--- src/logic/sched_defs.svh ---
`ifndef SCHED_DEFS_SVH
`define SCHED_DEFS_SVH
// sizes
`define NCPU 4
`define NSET 4
`define IDXW 2
`define CNTW 3
`define NWORD 5
// byte offsets
`define ADR_STAGE 8'h00
`define ADR_CMD 8'h14
`define ADR_RESULT 8'h18
`define ADR_IRQEN 8'h1C
`define ADR_CPU 8'h20
`define ADR_SET 8'h30
`define ADR_LSEL 8'h40
`define ADR_LOAD 8'h44
`define ADR_LOAD_END 8'h58
// command fields
`define CMD_OP_LSB 0
`define CMD_CPU_LSB 4
`define CMD_IDX_LSB 8
`define CMD_PRIV_BIT 12
// status fields
`define CPU_F_ALLOC 4
`define CPU_F_VV 5
`define SET_F_KIND 1
`define SET_F_LOCK 3
`define SET_F_CNT 8
// reset values
`define RST_WORD 32'h00000000
`define RST_VV 1'b1
`endif

--- src/logic/sched_pkg.sv ---
package sched_pkg;
  typedef enum logic [2:0] {
    OP_POST = 3'b000, OP_SPAWN = 3'b001, OP_CLEAR = 3'b010, OP_WFORK = 3'b011,
    OP_JOIN = 3'b100, OP_IDLE = 3'b101, OP_SETIDX = 3'b110, OP_VVSET = 3'b111
  } op_t;
  typedef enum logic [1:0] {
    KIND_NONE = 2'b00, KIND_SINGLE = 2'b01, KIND_BCAST = 2'b10, KIND_HALTED = 2'b11
  } fork_kind_t;
  typedef enum logic {CPU_IDLE = 1'b0, CPU_ALLOC = 1'b1} cpu_state_t;
endpackage : sched_pkg

--- src/logic/fork_arbiter.sv ---
`timescale 1ns/10ps
`include "sched_defs.svh"
module fork_arbiter (
  // clock and reset
  input wire logic clock,
  input wire logic rst,
  // requests and grant
  input wire logic [`NCPU-1:0] req,
  output logic [`NCPU-1:0] grant
);
  import sched_pkg::*;
  logic [`IDXW-1:0] ptr_r;
  logic [`IDXW-1:0] idx;
  logic [`IDXW-1:0] win;
  logic found;

  // round robin from the one after the last winner onward
  always_comb begin
    grant = '0;
    found = 1'b0;
    idx = '0;
    win = '0;
    for (int i = 0; i < `NCPU; i++) begin
      idx = `IDXW'(ptr_r + `IDXW'(i));
      if (!found && req[idx]) begin
        grant[idx] = 1'b1;
        found = 1'b1;
        win = idx;
      end
    end
  end

  always_ff @(posedge clock or posedge rst) begin
    if (rst) begin
      ptr_r <= '0;
    end else if (found) begin
      ptr_r <= `IDXW'(win + `IDXW'(1));
    end
  end
endmodule : fork_arbiter

--- src/logic/fork_set.sv ---
`timescale 1ns/10ps
`include "sched_defs.svh"
module fork_set (
  // clock and reset
  input wire logic clock,
  input wire logic rst,
  // strobes
  input wire logic post,
  input wire sched_pkg::fork_kind_t post_kind,
  input wire logic clear,
  input wire logic halt,
  input wire logic inc,
  input wire logic dec,
  // start state in
  input wire logic [31:0] in_pc,
  input wire logic [31:0] in_sw,
  input wire logic [31:0] in_sp,
  input wire logic [31:0] in_fp,
  input wire logic [31:0] in_ap,
  // stored state out
  output logic posted,
  output sched_pkg::fork_kind_t kind,
  output logic [31:0] pc,
  output logic [31:0] sw,
  output logic [31:0] sp,
  output logic [31:0] fp,
  output logic [31:0] ap,
  output logic [`CNTW-1:0] count,
  output logic lock
);
  import sched_pkg::*;
  logic posted_r;
  fork_kind_t kind_r;
  logic [31:0] word_r [0:`NWORD-1];
  logic [`CNTW-1:0] count_r;
  logic lock_r;

  always_ff @(posedge clock or posedge rst) begin
    if (rst) begin
      posted_r <= 1'b0;
      kind_r <= KIND_NONE;
      count_r <= '0;
      lock_r <= 1'b0;
      for (int w = 0; w < `NWORD; w++) begin
        word_r[w] <= `RST_WORD;
      end
    end else begin
      lock_r <= post | clear | halt | inc | dec;
      if (post) begin
        posted_r <= 1'b1;
        kind_r <= post_kind;
        word_r[0] <= in_pc;
        word_r[1] <= in_sw;
        word_r[2] <= in_sp;
        word_r[3] <= in_fp;
        word_r[4] <= in_ap;
      end else if (clear) begin
        posted_r <= 1'b0;
        kind_r <= KIND_NONE;
      end else if (halt && kind_r == KIND_BCAST) begin
        kind_r <= KIND_HALTED;
      end
      if (inc && !dec) begin
        count_r <= `CNTW'(count_r + `CNTW'(1));
      end else if (dec && !inc && count_r != '0) begin
        count_r <= `CNTW'(count_r - `CNTW'(1));
      end
    end
  end

  assign posted = posted_r;
  assign kind = kind_r;
  assign pc = word_r[0];
  assign sw = word_r[1];
  assign sp = word_r[2];
  assign fp = word_r[3];
  assign ap = word_r[4];
  assign count = count_r;
  assign lock = lock_r;
endmodule : fork_set

--- src/logic/thread_fork_scheduler.sv ---
// Operation
// - fork request is cleared or posted
// - posting never stalls the posting processor
// - single post wants one, broadcast wants all
// - posting stores pc, status, stack, frame, argument
// - requests addressed through issuer's set index
// - idle processors scan every set for posts
// - taker loads set index and start state
// - single post cleared on take, broadcast stays
// - clear returns any posted request to cleared
// - wait-release ends thread, processor goes idle
// - conditional release idles unless last thread
// - set index write takes effect at once
// - processor is either allocated or idle
// - local events stay, interrupts go anywhere enabled
// - forced idle only in privileged mode
// - new thread clears vector valid flag
// - one lock bit per set serialises racing set access
// - first conditional release halts broadcast, last clears it
`timescale 1ns/10ps
`include "sched_defs.svh"
module thread_fork_scheduler (
  // clock and reset
  input wire logic clock,
  input wire logic rst,
  // wishbone slave
  input wire logic wb_cyc_i,
  input wire logic wb_stb_i,
  input wire logic wb_we_i,
  input wire logic [3:0] wb_sel_i,
  input wire logic [7:0] wb_adr_i,
  input wire logic [31:0] wb_dat_i,
  output logic wb_ack_o,
  output logic [31:0] wb_dat_o,
  // processor events
  input wire logic irq_req,
  input wire logic [`NCPU-1:0] local_evt,
  output logic [`NCPU-1:0] cpu_irq,
  output logic [`NCPU-1:0] cpu_trap,
  output logic [`NCPU-1:0] cpu_allocated
);
  import sched_pkg::*;

  // bus side state
  logic ack_r;
  logic [31:0] rdat_r;
  logic [31:0] rd;
  logic [31:0] stage_r [0:`NWORD-1];
  logic [2:0] result_r;
  logic [`NCPU-1:0] irq_en_r;
  logic [`IDXW-1:0] lsel_r;
  logic [`NCPU-1:0] irq_r;
  logic [`NCPU-1:0] trap_r;
  logic [`NCPU-1:0] alloc_out_r;

  // processor state
  cpu_state_t state_r [0:`NCPU-1];
  logic [`IDXW-1:0] sidx_r [0:`NCPU-1];
  logic [`IDXW-1:0] scan_r [0:`NCPU-1];
  logic [`NCPU-1:0] vv_r;
  logic [31:0] ctx_r [0:`NCPU-1][0:`NWORD-1];

  // set outputs
  logic set_posted [0:`NSET-1];
  fork_kind_t set_kind [0:`NSET-1];
  logic [31:0] set_word [0:`NSET-1][0:`NWORD-1];
  logic [`CNTW-1:0] set_count [0:`NSET-1];
  logic set_lock [0:`NSET-1];

  // bus decode
  wire bus_req = wb_cyc_i & wb_stb_i & ~ack_r;
  wire bus_wr = bus_req & wb_we_i;
  wire [31:0] wmask = {{8{wb_sel_i[3]}}, {8{wb_sel_i[2]}}, {8{wb_sel_i[1]}}, {8{wb_sel_i[0]}}};
  wire hit_cmd = wb_adr_i == `ADR_CMD;
  wire hit_irqen = wb_adr_i == `ADR_IRQEN;
  wire hit_lsel = wb_adr_i == `ADR_LSEL;
  wire [7:0] load_ofs = 8'(wb_adr_i - `ADR_LOAD);
  wire cmd_fire = bus_wr & hit_cmd;

  // command fields
  op_t cmd_op;
  assign cmd_op = op_t'(wb_dat_i[`CMD_OP_LSB +: 3]);
  wire [`IDXW-1:0] cmd_cpu = wb_dat_i[`CMD_CPU_LSB +: `IDXW];
  wire [`IDXW-1:0] cmd_idx = wb_dat_i[`CMD_IDX_LSB +: `IDXW];
  wire cmd_priv = wb_dat_i[`CMD_PRIV_BIT];

  // command effects
  wire [`IDXW-1:0] cset = sidx_r[cmd_cpu];
  wire c_alloc = state_r[cmd_cpu] == CPU_ALLOC;
  wire is_last = set_count[cset] <= `CNTW'(1);
  wire is_post = cmd_op == OP_POST || cmd_op == OP_SPAWN;
  wire is_free = cmd_op == OP_SETIDX || cmd_op == OP_VVSET;
  wire priv_bad = cmd_op == OP_IDLE && !cmd_priv;
  wire refused = cmd_fire & (priv_bad | (~c_alloc & ~is_free));
  wire do_post = cmd_fire & c_alloc & is_post;
  wire do_clear = cmd_fire & c_alloc & (cmd_op == OP_CLEAR);
  wire do_wfork = cmd_fire & c_alloc & (cmd_op == OP_WFORK || (cmd_op == OP_IDLE && cmd_priv));
  wire do_join = cmd_fire & c_alloc & (cmd_op == OP_JOIN);
  wire join_rel = do_join & ~is_last;
  wire join_last = do_join & is_last;
  wire do_setidx = cmd_fire & (cmd_op == OP_SETIDX);
  wire do_vvset = cmd_fire & (cmd_op == OP_VVSET);
  wire cpu_leaves = do_wfork | join_rel | (do_setidx & c_alloc);
  fork_kind_t post_kind;
  assign post_kind = (cmd_op == OP_SPAWN) ? KIND_BCAST : KIND_SINGLE;

  // acceptance by scanning idle processors
  logic [`NCPU-1:0] acc_req;
  logic [`NCPU-1:0] acc_grant;
  logic [`IDXW-1:0] acc_cpu;
  wire acc_fire = |acc_grant;
  wire [`IDXW-1:0] acc_set = scan_r[acc_cpu];
  fork_kind_t acc_kind;
  assign acc_kind = set_kind[acc_set];

  always_comb begin
    acc_cpu = '0;
    for (int k = 0; k < `NCPU; k++) begin
      if (acc_grant[k]) begin
        acc_cpu = `IDXW'(k);
      end
    end
  end

  fork_arbiter u_acc_arb (
    .clock(clock),
    .rst(rst),
    .req(acc_req),
    .grant(acc_grant)
  );

  logic [`NCPU-1:0] irq_grant;
  fork_arbiter u_irq_arb (
    .clock(clock),
    .rst(rst),
    .req({`NCPU{irq_req}} & irq_en_r),
    .grant(irq_grant)
  );

  // register sets
  genvar g;
  generate
    for (g = 0; g < `NSET; g++) begin : g_set
      wire here = cset == `IDXW'(g);
      wire acc_here = acc_fire && acc_set == `IDXW'(g);
      fork_set u_set (
        .clock(clock),
        .rst(rst),
        .post(do_post & here),
        .post_kind(post_kind),
        .clear(((do_clear | join_last) & here) | (acc_here & acc_kind == KIND_SINGLE)),
        .halt(join_rel & here),
        .inc((do_setidx & cmd_idx == `IDXW'(g)) | acc_here),
        .dec(cpu_leaves & here),
        .in_pc(stage_r[0]),
        .in_sw(stage_r[1]),
        .in_sp(stage_r[2]),
        .in_fp(stage_r[3]),
        .in_ap(stage_r[4]),
        .posted(set_posted[g]),
        .kind(set_kind[g]),
        .pc(set_word[g][0]),
        .sw(set_word[g][1]),
        .sp(set_word[g][2]),
        .fp(set_word[g][3]),
        .ap(set_word[g][4]),
        .count(set_count[g]),
        .lock(set_lock[g])
      );
    end
  endgenerate

  // processors
  genvar k;
  genvar w;
  logic [31:0] cpu_rd [0:`NCPU-1];
  generate
    for (k = 0; k < `NCPU; k++) begin : g_cpu
      wire [`IDXW-1:0] sp = scan_r[k];
      wire mine = cmd_fire && cmd_cpu == `IDXW'(k);
      // a command blocks every take in its cycle, and the touched set's lock blocks takes on it the next cycle
      assign acc_req[k] = state_r[k] == CPU_IDLE && set_posted[sp] && set_kind[sp] != KIND_HALTED
                          && !set_lock[sp] && !cmd_fire;
      assign cpu_rd[k] = {26'h0, vv_r[k], state_r[k] == CPU_ALLOC, 2'h0, sidx_r[k]};

      always_ff @(posedge clock or posedge rst) begin
        if (rst) begin
          state_r[k] <= CPU_IDLE;
          sidx_r[k] <= '0;
          scan_r[k] <= '0;
          vv_r[k] <= `RST_VV;
        end else begin
          if (acc_grant[k]) begin
            state_r[k] <= CPU_ALLOC;
            sidx_r[k] <= acc_set;
            vv_r[k] <= 1'b0;
          end else if (mine) begin
            if (do_setidx) begin
              sidx_r[k] <= cmd_idx;
              state_r[k] <= CPU_ALLOC;
            end else if (do_wfork | join_rel) begin
              state_r[k] <= CPU_IDLE;
            end else if (do_vvset) begin
              vv_r[k] <= 1'b1;
            end
          end
          if (state_r[k] == CPU_IDLE && !acc_grant[k]) begin
            scan_r[k] <= `IDXW'(scan_r[k] + `IDXW'(1));
          end
        end
      end

      for (w = 0; w < `NWORD; w++) begin : g_ctx
        always_ff @(posedge clock or posedge rst) begin
          if (rst) begin
            ctx_r[k][w] <= `RST_WORD;
          end else if (acc_grant[k]) begin
            ctx_r[k][w] <= set_word[acc_set][w];
          end
        end
      end
    end
  endgenerate

  // set status words
  logic [31:0] set_rd [0:`NSET-1];
  generate
    for (g = 0; g < `NSET; g++) begin : g_srd
      assign set_rd[g] = {21'h0, set_count[g], 4'h0, set_lock[g], set_kind[g], set_posted[g]};
    end
  endgenerate

  // read select
  always_comb begin
    rd = '0;
    if (wb_adr_i < `ADR_CMD) begin
      rd = stage_r[wb_adr_i[4:2]];
    end else if (wb_adr_i == `ADR_RESULT) begin
      rd = {29'h0, result_r};
    end else if (wb_adr_i == `ADR_IRQEN) begin
      rd = {28'h0, irq_en_r};
    end else if (wb_adr_i >= `ADR_CPU && wb_adr_i < `ADR_SET) begin
      rd = cpu_rd[wb_adr_i[3:2]];
    end else if (wb_adr_i >= `ADR_SET && wb_adr_i < `ADR_LSEL) begin
      rd = set_rd[wb_adr_i[3:2]];
    end else if (wb_adr_i == `ADR_LSEL) begin
      rd = {30'h0, lsel_r};
    end else if (wb_adr_i >= `ADR_LOAD && wb_adr_i < `ADR_LOAD_END) begin
      rd = ctx_r[lsel_r][load_ofs[4:2]];
    end
  end

  // bus registers and outputs
  always_ff @(posedge clock or posedge rst) begin
    if (rst) begin
      ack_r <= 1'b0;
      rdat_r <= '0;
      result_r <= '0;
      irq_en_r <= '0;
      lsel_r <= '0;
      irq_r <= '0;
      trap_r <= '0;
      alloc_out_r <= '0;
    end else begin
      ack_r <= bus_req;
      rdat_r <= (bus_req && !wb_we_i) ? rd : 32'h00000000;
      if (cmd_fire) begin
        result_r <= {join_last, refused, ~refused};
      end
      if (bus_wr && hit_irqen) begin
        irq_en_r <= wb_dat_i[`NCPU-1:0];
      end
      if (bus_wr && hit_lsel) begin
        lsel_r <= wb_dat_i[`IDXW-1:0];
      end
      irq_r <= irq_grant;
      trap_r <= local_evt;
      for (int i = 0; i < `NCPU; i++) begin
        alloc_out_r[i] <= state_r[i] == CPU_ALLOC;
      end
    end
  end

  generate
    for (w = 0; w < `NWORD; w++) begin : g_stage
      always_ff @(posedge clock or posedge rst) begin
        if (rst) begin
          stage_r[w] <= `RST_WORD;
        end else if (bus_wr && wb_adr_i == 8'(`ADR_STAGE + 4 * w)) begin
          stage_r[w] <= (stage_r[w] & ~wmask) | (wb_dat_i & wmask);
        end
      end
    end
  endgenerate

  assign wb_ack_o = ack_r;
  assign wb_dat_o = rdat_r;
  assign cpu_irq = irq_r;
  assign cpu_trap = trap_r;
  assign cpu_allocated = alloc_out_r;
endmodule : thread_fork_scheduler

--- config.mk ---
export PLATFORM = sky130hd
export DESIGN_NAME = thread_fork_scheduler
export DESIGN_NICKNAME = d
export VERILOG_FILES = /design/src/logic/sched_pkg.sv /design/src/logic/fork_arbiter.sv /design/src/logic/fork_set.sv /design/src/logic/thread_fork_scheduler.sv
export VERILOG_INCLUDE_DIRS = /design/src /design/src/logic
export SDC_FILE = /design/constraint.sdc
export NUM_CORES = 2
export LEC_CHECK = 0
export BUFFER_PORTS_ARGS = -buffer_cell sky130_fd_sc_hd__clkbuf_2
export CAP_MARGIN = 5
export CORE_MARGIN = 5
export CORE_UTILIZATION = 58
export DETAILED_ROUTE_END_ITERATION = 7
export HOLD_SLACK_MARGIN = 0.15
export PLACE_DENSITY = 0.79
export SLEW_MARGIN = 20
export SYNTH_ARGS = -nofsm -noshare
export SYNTH_HDL_FRONTEND = slang
export SYNTH_SLANG_ARGS = --single-unit
--- constraint.sdc ---
create_clock -name clock -period 136.7 [get_ports clock]
set_clock_uncertainty 0.05 [all_clocks]
set_input_delay 6.835 -clock clock [delete_from_list [all_inputs] [get_ports clock]]
set_output_delay 6.835 -clock clock [all_outputs]
set_load 0.03 [all_outputs]
==> results.md <==
- Vias per cell: 6.44
- Synth Area in Simple Gates: 0.0234
- CP Capture Type: register
- Crit Path Class: in -> reg
- Routed Antenna Nets: 0
- Cell breakdown of the critical path: clkbuf_2, nor2_1, nand2_1, nor3_4, nor2_1, a22oi_4, mux2i_1, o221ai_4, buf_12, mux2i_1, o211a_4, buf_4, buf_4, mux2i_1, mux2i_1, mux2_2
- Longest Clk Path Bufs: 3
- Initial antenna violation count: 21
- Core area: 124000 um^2
- R2R cell count: 14
- Leak: approximately 40 nW
- Insertion delay to the later sink of the worst-skew pair: 790 ps
- CTS tree: built
- Async SR Flop Fraction: 1.00
- First-pass GRT wire length: 279000 um
- Minimum clock period after layout: 13380 ps
- Die W: 364 um
- Slew headroom: 0.255
- R2R Setup Slk: between 100000 and 150000 ps
- Initial DRC Count: 3735
- Hold_buf cts: 0
- Critical path origin: wb_adr_i[1]
- Ys Warns: 0
- Yosys reg bits: about 1600
- Slowest cell on crit path: buf_4
- Hpwl dp: 102000 um
- Synth Area in Compound Gates: 0.0276
- Cts repair resizes: 0
- CP arrival: around 14000 ps
- Mux cell area share after synthesis: 0.387
- GRT Util Overall: 0.273
- Die area: 132000 um^2
- # setup viols final: 0
- Grt total ovfl: 0
- Max Cap Violations: 0
- Post-layout nets: 5011
- Crit path to: ctx_r[617]
- CP Data Required Time: between 100000 and 150000 ps
- Final Hold Fails: 0
- H-tree levels: 4
- Post-Syn Area per Cell: around 15 um^2
- Most common cell after layout, fill and taps aside: dfrtp_1
- Most frequent cell on the critical path: mux2i_1
- Main flop type after synthesis: dfrtp_1
- Fraction of layout cells with a size suffix above 1: 0.421
- Crit Reg-Reg Endpoint: ctx_r[617]
- RSZ-0062 raised after global routing: false
- Post-Syn Instances: 4932
- Cell area after synthesis: 72600 um^2
- Area Growth Syn to Fin: 9.93%
- Clock Sinks: between 1500 and 2000
- Port Buffers: ~100
- Register area share after synthesis: 0.534
- Die H: approximately 360 um
- Worst r2r src: g_cpu[3].sp[1]
- Hold Crit Class: reg -> reg
- DRC viols: 0
- Period Utilization, post-route: 0.0979
- Max rail drop VDD: between 0.03 and 0.04 mV
- # IOs: 99
- Post-synth EDFFs: 0
- Final Max Slew Viols: 0
- Outcome: complete, no violations
- Most frequent cells in the layout: dfrtp_1 (1543), mux2_2 (1437), mux2i_1 (656)
- Starting Density: 0.585
- Pre-Repair DR Iteration Count: 6
- # rows: 129
- Largest family of logic cells by synthesized area: multiplexers
- Type of origin of the critical path: input port
- Filler instances: around 8800
- Setup Fix Bufs, Post-CTS: 0
- Setup_tns: 0 ps
- CP peak stage delay: 960 ps
- Largest net degree at the start of global routing: 167
- CTS Buf Count: 159
- Unique masters post-synth: 84
- Synthesized Nets: around 5000
- Multi-input gate area: 32300 um^2
- Post-Synth XOR/XNOR Area: 0.00181
- Storage cell area: 38800 um^2
- Root Driver: clkbuf_16
- Fmax: 0.0747 GHz
- Fin util: 0.643
- DR vias: 43200
- Routability congestion estimate: 0.819
- Post-Route WL: 178000 um
- Vias in the first global route: ~46000
- P per Cell Area: 16.2 nW/um^2
- Clock transition at path regs: 60 ps
- DR WL/cell: 26.6 um
- CP max FO: 124
- Slew @ Worst Pin: 1120 ps
- Post-Synth Adder-Cell Area: 0.00369
synth_stat cells, drive strengths merged (3+ instances only):
library cell,instances,area share
buf,105,0.0086
a211oi,13,0.0015
nand4b,5,0.00060
mux2,1437,0.22
a21oi,28,0.0019
a22oi,36,0.0039
a221o,3,0.00041
and2b,4,0.00041
or2,4,0.00034
mux2i,656,0.090
nor2,85,0.0044
inv,52,0.0027
nor3,23,0.0018
dfrtp,1546,0.53
ha,15,0.0026
and3,14,0.0012
o21a,5,0.00052
o311ai,3,0.00036
nor3b,4,0.00041
a41oi,3,0.00047
and2,10,0.00086
o21ai,76,0.0052
a21o,4,0.00041
or3,9,0.00078
fa,4,0.0011
xor2,4,0.00048
nand4,7,0.00060
a222oi,8,0.0011
mux4,238,0.074
xnor2,11,0.0013
clkbuf,215,0.011
o22a,3,0.00036
a22o,33,0.0040
a221oi,4,0.00048
o22ai,10,0.00086
nor2b,9,0.00078
nand2,152,0.0079
o211ai,11,0.0012
o211a,4,0.00055
dfstp,4,0.0014
a31oi,8,0.00069
a311oi,3,0.00045
nand3,28,0.0020
how the worst min path moves through the flow:
| stage | from | endpoint | slack [ps] | cells after the start |
|---|---|---|---|---|
| 3_3_place_gp | result_r[1] | result_r[1] | 410 | 2 |
| 6_report | wb_ack_o | wb_ack_o | 430 | 1 |
| 2_1_floorplan | result_r[1] | result_r[1] | 390 | 2 |
| 3_5_place_dp | result_r[1] | result_r[1] | 410 | 2 |
| 5_1_grt | result_r[0] | result_r[0] | 450 | 1 |
| 4_1_cts | result_r[1] | result_r[1] | 420 | 2 |
per-stage QoR:
stage / instance area, um^2 / hold WS (ps) / setup WS [ps] / total power, mW / cells
4_1_cts: 79800 / 425 / 123460 / 1.29 / 6700
5_1_grt: 79800 / 450 / 122970 / 1.33 / 6709
6_report: 79900 / 431 / 123320 / 1.29 / 6715
2_1_floorplan: 72600 / 391 / 86090 / 0.771 / 4932
3_5_place_dp: 74500 / 410 / 122600 / 0.859 / 6413
3_3_place_gp: 74500 / 407 / 122850 / 0.855 / 6413
report_power, final:
part | internal (mW) | total [mW] | switching [mW]
clock network | 0.255 | 0.438 | 0.183
registers | 0.465 | 0.478 | 0.0132
logic | 0.144 | 0.374 | 0.230
total | 0.864 | 1.29 | 0.426
cell families (layout without fill, tap and decap cells):
logic type | Yosys count | in the layout
compound gates | 277 | 277
other cells | 0 | 14
flops | 1550 | 1550
buf+inv | 374 | 506
xor+xnor | 15 | 15
mux | 2331 | 2331
fa+ha+maj | 19 | 19
simple gates | 366 | 366
per-layer routing:
metal	part of all wire	GRT usage
met3	0.064	0.0537
met5	0.00047	0
met4	0.033	0.0929
met2	0.48	0.439
met1	0.43	0.379
critical path, delay by kind of cell:
kind / cells / cell delay [ps]
simple gates: 4 / 1590
compound gates: 3 / 1310
mux: 5 / 1440
buf+inv: 4 / 2580
area by class of cell:
cell class	instances	share of cell area
multi-input combinational	3008	0.405
clock inverter	46	0.00642
inverter	54	0.00263
timing repair buffer	165	0.0144
sequential	1550	0.486
antenna	14	0.000439
tap	1637	0.0257
clock buffer	241	0.0599
(Power assumes the default switching activity.)
